===== config.mk =====
export PLATFORM = sky130hd
export DESIGN_NAME = spot_synth_override
export DESIGN_NICKNAME = d
export VERILOG_FILES = /design/src/logic/spot_pin_sync.v /design/src/logic/spot_synth_override.v
export VERILOG_INCLUDE_DIRS = /design/src /design/src/shared
export SDC_FILE = /design/constraint.sdc
export NUM_CORES = 1
export LEC_CHECK = 0
export ABC_CLOCK_PERIOD_IN_PS = 1250
export BUFFER_PORTS_ARGS = -buffer_cell sky130_fd_sc_hd__buf_2
export CAP_MARGIN = 30
export CORE_MARGIN = 2
export CORE_UTILIZATION = 45
export DETAILED_ROUTE_END_ITERATION = 6
export GPL_ROUTABILITY_DRIVEN = 0
export PLACE_DENSITY = 0.76
export SLEW_MARGIN = 15
export SYNTH_ARGS = -nofsm -noshare
export SYNTH_HDL_FRONTEND = slang
export SYNTH_SLANG_ARGS = --single-unit

===== constraint.sdc =====
create_clock -name clk -period 1.25 [get_ports clk]
set_input_delay 0.25 -clock clk [delete_from_list [all_inputs] [get_ports clk]]
set_output_delay 0.25 -clock clk [all_outputs]
set_load 0.01 [all_outputs]

===== src/shared/spot_defs.vh =====
/*
  constants for the synthesizer pin override and oscillator trim block:
  register offsets, field positions, reset values and divide-mode codes.
  assumes it is included by its bare name from design and bench files.
*/
`ifndef SPOT_DEFS_VH
`define SPOT_DEFS_VH

// ----------------------------------------------------------------
// register offsets (8-bit control port address space)
// ----------------------------------------------------------------
`define SPOT_OFS_OVERRIDE 8'h58
`define SPOT_OFS_TRIM 8'h59
`define SPOT_OFS_CAL_STATUS 8'h5e

// ----------------------------------------------------------------
// reset values
// ----------------------------------------------------------------
`define SPOT_RST_OVERRIDE 8'h00
`define SPOT_RST_TRIM 7'h00

// ----------------------------------------------------------------
// override register fields
// ----------------------------------------------------------------
`define SPOT_BIT_SRC_SEL 7
`define SPOT_BIT_RSVD6 6
`define SPOT_SECOND_MSB 5
`define SPOT_SECOND_LSB 4
`define SPOT_FIRST_MSB 3
`define SPOT_FIRST_LSB 2
`define SPOT_BIT_REF_TYPE 1
`define SPOT_BIT_SYN_EN 0

// ----------------------------------------------------------------
// trim register and status fields
// ----------------------------------------------------------------
`define SPOT_TRIM_MSB 6
`define SPOT_TRIM_LSB 0
`define SPOT_TRIM_W 7
`define SPOT_BIT_CAL_DONE 0

// ----------------------------------------------------------------
// divided-reference output mode codes
// ----------------------------------------------------------------
`define SPOT_DIV_OFF 2'h0
`define SPOT_DIV_BY1 2'h1
`define SPOT_DIV_BY2 2'h2
`define SPOT_DIV_BY4 2'h3

// ----------------------------------------------------------------
// pin synchroniser depth
// ----------------------------------------------------------------
`define SPOT_SYNC_STAGES 3

`endif


===== src/logic/spot_pin_sync.v =====
/*
  three-flop synchroniser with agreement filter for a group of pins.
  assumes pins are asynchronous to clk; the accepted level changes only
  once the second and third flops agree.
*/
`timescale 1ns/1ps
`include "spot_defs.vh"

module spot_pin_sync #(
  parameter WIDTH = 4
) (
  input wire clk,
  input wire rst_n,
  input wire [WIDTH-1:0] pin_async,
  output reg [WIDTH-1:0] pin_level_q
);

  reg [WIDTH-1:0] s1_q;
  reg [WIDTH-1:0] s2_q;
  reg [WIDTH-1:0] s3_q;
  integer i;

  // ----------------------------------------------------------------
  // capture chain and agreement
  // ----------------------------------------------------------------
  // first flop feeds only the second, to keep metastability contained
  always @(posedge clk or negedge rst_n) begin
    if (!rst_n) begin
      s1_q <= {WIDTH{1'b0}};
      s2_q <= {WIDTH{1'b0}};
      s3_q <= {WIDTH{1'b0}};
      pin_level_q <= {WIDTH{1'b0}};
    end else begin
      s1_q <= pin_async;
      s2_q <= s1_q;
      s3_q <= s2_q;
      for (i = 0; i < WIDTH; i = i + 1) begin
        if (s2_q[i] == s3_q[i]) begin
          pin_level_q[i] <= s3_q[i];
        end
      end
    end
  end

endmodule // spot_pin_sync


===== src/logic/spot_synth_override.v =====
/*
  synthesizer pin override and oscillator trim control.
  holds the override and trim registers on the control-port register
  interface, picks pin or register control, and tracks calibration status.
  assumes the serial control port has been decoded to a parallel byte
  access on clk, and that the calibration engine runs on clk as well.
*/
// Operation
// - select 0: pins drive synthesizer controls
// - select 1: register fields drive synthesizer controls
// - second selector bits 5:4 off,/1,/2,/4
// - pin mode: second output follows config pins
// - second output silent unless first runs
// - first selector bits 3:2 off,/1,/2,/4
// - pin mode: first output follows config pins
// - bit 1 selects single-ended reference input
// - bit 0 set enables synthesizer
// - 7-bit trim code sets oscillator frequency
// - calibration load replaces held trim code
// - trim readable and restorable by write
// - complete flag set when done or skipped
`timescale 1ns/1ps
`include "spot_defs.vh"

module spot_synth_override (
  input wire clk,
  input wire rst_n,
  // register access from the control port
  input wire [7:0] reg_addr,
  input wire reg_wr,
  input wire [7:0] reg_wdata,
  input wire reg_rd,
  output reg [7:0] reg_rdata_q,
  output reg reg_rvalid_q,
  // configuration pins, asynchronous
  input wire synth_enable_pin,
  input wire reference_type_pin,
  input wire clock_config_pin_a,
  input wire clock_config_pin_b,
  // calibration engine
  input wire oscillator_cal_enable,
  input wire cal_running,
  input wire cal_finished,
  input wire cal_trim_load,
  input wire [6:0] cal_trim_value,
  // controls to the synthesizer
  output reg synth_enable_q,
  output reg single_ended_ref_input_q,
  output reg [1:0] first_divided_ref_output_q,
  output reg [1:0] second_divided_ref_output_q,
  output reg [6:0] oscillator_trim_code_q,
  output reg oscillator_cal_complete_q
);

  // ----------------------------------------------------------------
  // functions
  // ----------------------------------------------------------------
  // pin code {b,a}: 0 both off, 1 first /1, 2 both /1, 3 first /2, second /4
  function [1:0] pin_first_mode;
    input [1:0] cfg;
    begin
      case (cfg)
        2'h0: pin_first_mode = `SPOT_DIV_OFF;
        2'h1: pin_first_mode = `SPOT_DIV_BY1;
        2'h2: pin_first_mode = `SPOT_DIV_BY1;
        2'h3: pin_first_mode = `SPOT_DIV_BY2;
        default: pin_first_mode = `SPOT_DIV_OFF;
      endcase
    end
  endfunction

  function [1:0] pin_second_mode;
    input [1:0] cfg;
    begin
      case (cfg)
        2'h0: pin_second_mode = `SPOT_DIV_OFF;
        2'h1: pin_second_mode = `SPOT_DIV_OFF;
        2'h2: pin_second_mode = `SPOT_DIV_BY1;
        2'h3: pin_second_mode = `SPOT_DIV_BY4;
        default: pin_second_mode = `SPOT_DIV_OFF;
      endcase
    end
  endfunction

  function addr_hit;
    input [7:0] addr;
    input [7:0] ofs;
    begin
      addr_hit = (addr == ofs);
    end
  endfunction

  // ----------------------------------------------------------------
  // pin synchronisers
  // ----------------------------------------------------------------
  wire [3:0] pins_level;

  spot_pin_sync #(
    .WIDTH(4)
  ) u_pin_sync (
    .clk(clk),
    .rst_n(rst_n),
    .pin_async({clock_config_pin_b, clock_config_pin_a, reference_type_pin,
                synth_enable_pin}),
    .pin_level_q(pins_level)
  );

  wire pin_syn_en = pins_level[0];
  wire pin_ref_type = pins_level[1];
  wire [1:0] pin_cfg = pins_level[3:2];

  // ----------------------------------------------------------------
  // registers
  // ----------------------------------------------------------------
  reg [7:0] override_q;
  reg [7:0] override_d;
  reg [6:0] trim_d;
  reg done_q;
  reg done_d;

  wire wr_override = reg_wr && addr_hit(reg_addr, `SPOT_OFS_OVERRIDE);
  wire wr_trim = reg_wr && addr_hit(reg_addr, `SPOT_OFS_TRIM);

  always @* begin
    override_d = override_q;
    if (wr_override) begin
      // reserved bits are stored as written; software keeps them zero
      // reserved bits kept
      override_d = reg_wdata;
    end
  end

  always @* begin
    trim_d = oscillator_trim_code_q;
    if (wr_trim) begin
      trim_d = reg_wdata[`SPOT_TRIM_MSB:`SPOT_TRIM_LSB];
    end
    // engine load wins
    // engine wins a same-cycle collision; writing mid-run is a misuse anyway
    if (cal_trim_load) begin
      trim_d = cal_trim_value;
    end
  end

  always @* begin
    done_d = done_q;
    // a new run clears the flag; finishing sets it, set wins
    if (cal_running) begin
      done_d = 1'b0;
    end
    if (cal_finished) begin
      done_d = 1'b1;
    end
  end

  always @(posedge clk or negedge rst_n) begin
    if (!rst_n) begin
      override_q <= `SPOT_RST_OVERRIDE;
      oscillator_trim_code_q <= `SPOT_RST_TRIM;
      done_q <= 1'b0;
    end else begin
      override_q <= override_d;
      oscillator_trim_code_q <= trim_d;
      done_q <= done_d;
    end
  end

  // ----------------------------------------------------------------
  // control source selection
  // ----------------------------------------------------------------
  reg syn_en_d;
  reg ref_type_d;
  reg [1:0] first_d;
  reg [1:0] second_d;
  wire src_reg = override_q[`SPOT_BIT_SRC_SEL];

  always @* begin
    if (src_reg) begin
      syn_en_d = override_q[`SPOT_BIT_SYN_EN];
      ref_type_d = override_q[`SPOT_BIT_REF_TYPE];
      first_d = override_q[`SPOT_FIRST_MSB:`SPOT_FIRST_LSB];
      second_d = override_q[`SPOT_SECOND_MSB:`SPOT_SECOND_LSB];
    end else begin
      syn_en_d = pin_syn_en;
      ref_type_d = pin_ref_type;
      first_d = pin_first_mode(pin_cfg);
      second_d = pin_second_mode(pin_cfg);
    end
    if (first_d == `SPOT_DIV_OFF) begin
      second_d = `SPOT_DIV_OFF;
    end
  end

  always @(posedge clk or negedge rst_n) begin
    if (!rst_n) begin
      synth_enable_q <= 1'b0;
      single_ended_ref_input_q <= 1'b0;
      first_divided_ref_output_q <= `SPOT_DIV_OFF;
      second_divided_ref_output_q <= `SPOT_DIV_OFF;
      oscillator_cal_complete_q <= 1'b0;
    end else begin
      synth_enable_q <= syn_en_d;
      single_ended_ref_input_q <= ref_type_d;
      first_divided_ref_output_q <= first_d;
      second_divided_ref_output_q <= second_d;
      oscillator_cal_complete_q <= done_d | ~oscillator_cal_enable;
    end
  end

  // ----------------------------------------------------------------
  // read path
  // ----------------------------------------------------------------
  // reads mid-run are not blocked; software must wait for complete
  reg [7:0] rdata_d;

  always @* begin
    rdata_d = 8'h00;
    case (reg_addr)
      `SPOT_OFS_OVERRIDE: rdata_d = override_q;
      `SPOT_OFS_TRIM: rdata_d = {1'b0, oscillator_trim_code_q};
      `SPOT_OFS_CAL_STATUS: rdata_d = {7'h00, oscillator_cal_complete_q};
      default: rdata_d = 8'h00;
    endcase
  end

  always @(posedge clk or negedge rst_n) begin
    if (!rst_n) begin
      reg_rdata_q <= 8'h00;
      reg_rvalid_q <= 1'b0;
    end else begin
      reg_rvalid_q <= reg_rd;
      if (reg_rd) begin
        reg_rdata_q <= rdata_d;
      end
    end
  end

endmodule // spot_synth_override


== Word-level counts from Yosys, hierarchy flattened ==
Cells that the tools add are included.
Storage, ports and cells
  logic and storage cells: 48
  output and inout port bits: 23
  bits of input ports: 35
  bits in registers: 48
Operators by class
  bitwise logic cells: 2
  reductions and logical operators: 7
  muxes and demuxes: 12
  equal/unequal tests: 10
Operator list (count)
  $eq 8x7->1 const B: 3
  $pmux 8 s3: 1
  $mux 7: 2
  $pmux 2 s3: 2
  $mux 2: 3
  $eq 1x1->1: 4
  $eq 2x2->1 const B: 2
  $logic_not 2->1: 2
  $mux 1: 4
  $reduce_or 2->1: 2
  $eq 2x1->1 const B: 1
  $logic_and 1x1->1: 2
  $reduce_bool 2->1: 1
  $not 1->1: 1
  $or 1x1->1: 1

== Depth between registers and ports, before layout ==
Gate-level depths: netlist of the first run.
  depth after elaboration: 6
  mapped depth: 4
  depth with buffers taken out: 4

== By module ==
A second synthesis of the first run with hierarchy kept.
Unflattened totals
  cell total of the unflattened synthesis: 157
  area, all modules: 1975.6 µm²
By module, submodules not included
  spot_synth_override: seq. area each 800.8 µm², cells each 137, area each 1530.2 µm², times used 1
  spot_pin_sync: seq. area each 400.4 µm², cells each 20, area each 445.4 µm², times used 1

== Least setup slack after synthesis of the first run ==
Ideal clock, no wire load.
  path kind: in2reg
  from: input port reg_addr[5]
  to: register override_q[0]
  slack: -0.009 ns
  stages: 4
  arrival: 1.134 ns
  data required time: 1.125 ns
  library setup time: 0.125 ns
  buffers on the path: 1
  path through: and4bb_1 and3b_1 buf_6 mux2_4
Between the ends
  longest elaborated chain between the ends: 2
RTL lines
  from (decl): RTL line spot_synth_override.v:29  | input wire [7:0] reg_addr,
  $eq 8x7->1: RTL line spot_synth_override.v:89  | addr_hit = (addr == ofs);
  $logic_and 1x1->1: RTL line spot_synth_override.v:121  | wire wr_override = reg_wr && addr_hit(reg_addr, `SPOT_OFS_OVERRIDE);
  to (signal assigned): RTL line spot_synth_override.v:158  | override_q <= `SPOT_RST_OVERRIDE;
  to (signal assigned): RTL line spot_synth_override.v:162  | override_q <= override_d;
  to (decl): RTL line spot_synth_override.v:115  | reg [7:0] override_q;
Every way passes these cells.
A chain may end at the register's enable or synchronous reset.

== Final worst setup path of the first run ==
  from: register u_pin_sync.pin_level_q[2]
  to: register second_divided_ref_output_q[0]
Between the ends
  longest elaborated chain between the ends: 6
  elaborated cells on any way between the ends: 12
  classes of those cells: 3 x eq/ne; 5 x mux; 4 x reduce/logical
RTL lines
  from (decl): RTL line spot_pin_sync.v:15  | output reg [WIDTH-1:0] pin_level_q
  from (signal assigned): RTL line spot_pin_sync.v:32  | pin_level_q <= {WIDTH{1'b0}};
  from (signal, indexed assignment): RTL line spot_pin_sync.v:39  | pin_level_q[i] <= s3_q[i];
  $eq 2x2->1 / $eq 2x1->1 (equally long branches): RTL line spot_synth_override.v:62  | case (cfg)
  $reduce_or 2->1 (no line)
  $pmux 2 s3 (*): RTL line spot_synth_override.v:62
  $mux 2 (*): RTL line spot_synth_override.v:178  | if (src_reg) begin
  named net first_d[0]: RTL line spot_synth_override.v:173  | reg [1:0] first_d;
  $logic_not 2->1 (no line) (*)
  $mux 2 (*): RTL line spot_synth_override.v:189  | if (first_d == `SPOT_DIV_OFF) begin
  named net second_d[0]: RTL line spot_synth_override.v:174  | reg [1:0] second_d;
  to (signal assigned): RTL line spot_synth_override.v:199  | second_divided_ref_output_q <= `SPOT_DIV_OFF;
  to (signal assigned): RTL line spot_synth_override.v:205  | second_divided_ref_output_q <= second_d;
  to (decl): RTL line spot_synth_override.v:50  | output reg [1:0] second_divided_ref_output_q,
The timed path passes the listed nets; every way through them passes the cells marked *.

==> reports/qor.txt, run 1 <==
Tmin final -> 1260 ps
Slowest stage cell, crit path -> dfrtp_1
Hold slack -> 57.8 ps
Fin nets -> 241
Worst slew margin -> 80.5%
IR drop worst, VDD -> 0.000810 V
Synthesized cell area -> 1910 sq um
Highest-count cells in the layout ignoring fill and taps -> buf_2 (57), dfrtp_1 (48), mux2_2 (17)
Worst R2R Setup Slack -> -10 ps
Die Y -> 69.1 um
Sequential fraction of the synthesis area -> 63.0%
F_max -> 792 MHz
DR vias/cell -> 4.98
Syn Inst Count -> 128
Crit path to -> second_divided_ref_output_q[0]
PwrDens -> 1220 nW/um^2
CORE AREA -> 4030 sq um
Period utilization -> 101%
Pre-Repair DR Iteration Count -> 4
DRC violations left -> 0
Reg2reg end -> second_divided_ref_output_q[0]
Synth area leaders -> dfrtp_1 (63%), mux2_2 (11%), mux2_4 (6.3%), mux2i_1 (3.2%), o22ai_1 (2.3%)
Worst skew pair latency -> 300 ps
Mux cell area share after synthesis -> 20.1%
CTS HTree Levels -> 2
Final HPWL DP -> 2.85 mm
Final count of hold timing violations -> 0
Largest net degree at the start of global routing -> 49
Synth Net Count -> 164
PortBufs -> 57
Setup WS post-layout -> -12.9 ps
Worst setup path category -> flip-flop to flip-flop
Arrival time worst endpoint -> 1460 ps
Vias in the first global route -> 1419
Final antenna-violating net count -> 0
Routed WL -> 3.67 mm
WP data required -> 1440 ps
Failing checks -> setup timing
Synth Register Bits -> 48
Startpoint class of the critical path -> flip-flop
Simple-gate share of the synthesized area -> 6.04%
Gr ovfl total -> 0
All-layer global routing usage -> 17.7%
Syn. warnings -> 0
Die Wd -> 69.1 um
Total Neg Setup Slack -> -12.9 ps
Initial core utilization -> 47.3%
Largest family of logic cells by synthesized area -> multiplexers
Row count -> 23
Design Power -> 0.00305 W
Crit-path cells -> ha_1 > mux2_4 > o221a_4
Worst Setup End Kind -> flip-flop
Adder-Cell Fraction of Synth Area -> 2.76%
Total number of vias -> 1276
Synth Area in XOR/XNOR -> 0%
I/O pins -> 58
Final Slew Violations -> 0
Max incr delay on CP -> 390 ps
R2R depth -> 3
Clock transition at the registers of the reported paths -> 90 ps
Origin of the critical flop-to-flop path -> u_pin_sync.pin_level_q[2]
DIE AREA -> 4770 sq um
Leakage power -> 1.24 nW
Leading cell type in the layout, fill and taps excluded -> buf_2
Hold/Removal Path Class -> primary input to flip-flop
Cell taking the most area after synthesis -> dfrtp_1
CP startpoint -> u_pin_sync.pin_level_q[2]
# diodes -> 0
Area growth syn-to-layout -> 30.9%
Yosys cell types -> 25
Status -> finished, violations left
Ratio of cells with drive above 1 in the final layout -> 54.9%
Clock buffer depth -> 2
Num CTS Buffers -> 5
Worst clock skew -> 7.46 ps
Resize count post-CTS -> 0
1st-iter DRT viols -> 45
Fin util -> 61.9%
Initial antenna violation count -> 0
Avg WL per Cell -> 14.3 um
Syn_area_per_cell -> 14.9 sq um
Max FO, Critical Path -> 2
Post-synthesis compound-gate area fraction -> 4.27%
Worst-margin pin slew -> 292 ps
CTS sink cnt -> 48
CTS tree -> built
Max Cap Viol -> 0
Clock Root Buffer -> clkbuf_8
Setup violators final -> 1
Post-synth top area share -> 63.0%
First-pass GRT wire length -> 6.76 mm
RSZ-0062 raised after global routing -> true
## per-stage QoR
step	setup slack, ps	area, sq um	cells
final	-12.9	2490	256
after global routing	-60.2	2490	256
after CTS	-20.6	2490	256
after detailed placement	-185	2370	245
after global placement	-170	2370	245
after floorplan	-8.30	1920	128
## logic make-up after synthesis
logic type	count (synthesis)
buf+inv	16
fa+ha+maj	5
mux	32
simple gates	15
compound gates	12
flops	48
## layer usage
metal  vias to the layer above  part of all wire (%)  track usage (%)
met5                         -                     0                0
met4                         0                   1.3             5.23
met3                         5                   6.9             5.70
met2                        42                    50             29.4
met1                       627                    42             22.1
li1                        602                     -                -
## worst min path at each step
stage	startpoint	cells past startpoint	end
after floorplan	rst_n	0	done_q
after global placement	rst_n	2	done_q
after detailed placement	rst_n	2	oscillator_cal_complete_q
after CTS	synth_enable_pin	1	u_pin_sync.s1_q[0]
after global routing	clock_config_pin_a	1	u_pin_sync.s1_q[2]
final	synth_enable_pin	1	u_pin_sync.s1_q[0]
## report_power, final
part           total, W  leakage [nW]  internal (W)  switching (W)
clock network  0.000940        0.0434      0.000447       0.000493
registers       0.00170         0.596       0.00165      0.0000516
logic          0.000410         0.603      0.000235       0.000175
total           0.00305          1.24       0.00233       0.000719
## cell type report
cell class              instances  area, sq um
clock buffers                   6         82.6
clock inverters                 2         15.0
fillers                       340         1530
inverters                      11         41.3
multi-input cells              64          644
flip-flops and latches         48         1200
well taps                      50         62.6
repair buffers                 75          448
## synthesized netlist by cell type (all sizes together)
| cell type | n |
|---|---|
| nand4 | 1 |
| and3b | 1 |
| nand3 | 1 |
| o22ai | 7 |
| ha | 1 |
| o32ai | 1 |
| dfrtp | 48 |
| nand4b | 1 |
| nand2b | 1 |
| nor2 | 1 |
| or2 | 1 |
| and4b | 1 |
| mux2i | 6 |
| buf | 5 |
| o211ai | 1 |
| maj3 | 4 |
| nand2 | 4 |
| a21oi | 2 |
| o221a | 1 |
| and4bb | 3 |
| inv | 11 |
| mux2 | 26 |
## worst max-delay path: cells and delay by family, from the launching register on
kind | cells | cell delay, ps
DFF | 1 | 390
adders and majority gates | 1 | 290
muxes | 1 | 280
AOI/OAI and AO/OA | 1 | 210
## state kept, by name, summed over array words and instances, names as in the netlist
signal                       cells
oscillator_trim_code_q           7
u_pin_sync.s2_q                  4
reg_rdata_q                      8
second_divided_ref_output_q      2
reg_rvalid_q                     1
override_q                       8
oscillator_cal_complete_q        1
first_divided_ref_output_q       2
synth_enable_q                   1
u_pin_sync.s3_q                  4
u_pin_sync.s1_q                  4
done_q                           1
u_pin_sync.pin_level_q           4
single_ended_ref_input_q         1
## timing repair
| action | 4_1_cts | 5_1_grt |
|---|---|---|
| setup endpoints to repair | 1 | 1 |
| pin swaps | 1 | 0 |
| setup buffers | 2 | 0 |
| hold endpoints to repair | 48 | 0 |
| hold buffers | 1 | 0 |
| cloned | 0 | 0 |
No activity file was read; power rests on OpenSTA's default activity.
==> inputs of run 2 (changes only) <==
--- a/config.mk
+++ b/config.mk
@@ -14,7 +14,7 @@
 export DETAILED_ROUTE_END_ITERATION = 6
 export GPL_ROUTABILITY_DRIVEN = 0
 export PLACE_DENSITY = 0.76
-export SLEW_MARGIN = 15
+export SETUP_SLACK_MARGIN = 0.1
 export SYNTH_ARGS = -nofsm -noshare
 export SYNTH_HDL_FRONTEND = slang
 export SYNTH_SLANG_ARGS = --single-unit
==> reports/qor.txt, run 2 (same netlist as run 1, synthesis figures left out) <==
DRC violations left -> 0
Final Slew Violations -> 0
# diodes -> 0
Setup violators final -> 1
Initial antenna violation count -> 0
Max incr delay on CP -> 390 ps
Vias in the first global route -> 1419
Post-route cell area -> 2540 sq um
Worst clock skew -> 5.98 ps
Max Cap Viol -> 0
Area post-placement -> 2370 sq um
Total number of vias -> 1298
Arrival time worst endpoint -> 1460 ps
CTS sink cnt -> 48
RSZ-0062 raised after global routing -> true
Avg WL per Cell -> 14.6 um
CTS tree -> built
PortBufs -> 57
First-pass GRT wire length -> 6.76 mm
Gr ovfl total -> 0
Row count -> 23
Largest net degree at the start of global routing -> 49
Final HPWL DP -> 2.85 mm
WP data required -> 1440 ps
Routed WL -> 3.80 mm
PwrDens -> 1210 nW/um^2
1st-iter DRT viols -> 50
Total Neg Setup Slack -> -13.4 ps
Fin nets -> 245
Hold Startpoint -> synth_enable_pin
Worst slew margin -> 83.9%
Origin of the critical flop-to-flop path -> u_pin_sync.pin_level_q[2]
IR drop worst, VDD -> 0.000879 V
Clock transition at the registers of the reported paths -> 90 ps
Max FO, Critical Path -> 2
Num CTS Buffers -> 5
CTS HTree Levels -> 2
Final antenna-violating net count -> 0
Leading cell type in the layout, fill and taps excluded -> buf_2
All-layer global routing usage -> 17.7%
Hold slack -> 57.0 ps
Hold/Removal Path Class -> primary input to flip-flop
DR vias/cell -> 4.99
Clock Root Buffer -> clkbuf_8
Worst setup path category -> flip-flop to flip-flop
Inst Count DP -> 245
Worst-margin pin slew -> 242 ps
CORE AREA -> 4030 sq um
Failing checks -> setup timing
CP startpoint -> u_pin_sync.pin_level_q[2]
Worst Setup End Kind -> flip-flop
Die Wd -> 69.1 um
Clock buffer depth -> 2
Final count of hold timing violations -> 0
Slowest stage cell, crit path -> dfrtp_1
Status -> finished, violations left
Regs by FF count -> override_q: 8 flops, reg_rdata_q: 8 flops, oscillator_trim_code_q: 7 flops
Worst skew pair latency -> 300 ps
Period utilization -> 101%
Ratio of cells with drive above 1 in the final layout -> 58.1%
DIE AREA -> 4770 sq um
Startpoint class of the critical path -> flip-flop
Pre-Repair DR Iteration Count -> 4
Highest-count cells in the layout ignoring fill and taps -> buf_2 (57), dfrtp_1 (48), buf_4 (18)
Post-route insts no fill -> 260
Die Y -> 69.1 um
F_max -> 792 MHz
Initial core utilization -> 47.3%
Leakage power -> 1.27 nW
Area growth syn-to-layout -> 33.5%
Design Power -> 0.00307 W
Setup WS post-layout -> -13.4 ps
Crit-path cells -> ha_1 > mux2_4 > o221a_4
Fill count -> 330
Tmin final -> 1260 ps
I/O pins -> 58
## run 2: changes by cell type in the layout (fill, tap and decap cells not counted), sizes merged
cell / delta
buf: +4
## run 2: final timing paths
kind,end,slack (ps),cells after the start
max in group asynchronous,u_pin_sync.s2_q[3],570,3
hold / removal,u_pin_sync.s1_q[0],60,1
setup / recovery,second_divided_ref_output_q[0],-10,3
min in group asynchronous,reg_rdata_q[6],470,3
setup reg to reg,second_divided_ref_output_q[0],-10,3
hold reg to reg,u_pin_sync.s2_q[2],360,0
## run 2: worst max-delay path, delay by kind of cell, from the launching register on
family          cells  cell delay [ps]
flops               1              390
fa+ha+maj           1              290
mux                 1              280
compound gates      1              210
## run 2: where the power goes
part           internal (W)  switching (W)  total, W
combinational      0.000243       0.000180  0.000423
sequential          0.00165      0.0000518   0.00170
clock              0.000447       0.000496  0.000944
## run 2: metrics by stage
| stage | utilization, % | setup slack [ps] |
|---|---|---|
| 6_report | 63.1 | -13.4 |
| 3_3_place_gp | 58.9 | -170 |
| 2_1_floorplan | - | -8.30 |
| 5_1_grt | 63.1 | -60.4 |
| 3_5_place_dp | 58.9 | -185 |
| 4_1_cts | 61.9 | -20.6 |
## run 2: routing by layer
| metal | GRT usage (%) | wire length [um] | part of all wire, % | vias to the layer above |
|---|---|---|---|---|
| li1 | - | - | - | 613 |
| met1 | 22.1 | 1570 | 41 | 649 |
| met2 | 29.4 | 1980 | 52 | 31 |
| met3 | 5.70 | 201 | 5.3 | 5 |
| met4 | 5.23 | 46 | 1.2 | 0 |
| met5 | 0 | 0 | 0 | - |
## run 2: layout make-up
type                    instances  area [sq um]  area share [%]
repair buffers                 79           482            18.9
well taps                      50          62.6            2.46
clock inverters                 2          15.0           0.590
clock buffers                   6          82.6            3.25
inverters                      11          41.3            1.62
flip-flops and latches         48          1200            47.2
multi-input cells              64           659            25.9
## run 2: what timing repair did
item | CTS | global route
setup buffers | 2 | 4
resized for setup | 0 | 7
hold buffers | 1 | 0
setup endpoints to repair | 1 | 17
pin swaps | 1 | 4
hold endpoints to repair | 48 | 0
gates cloned | 0 | 0
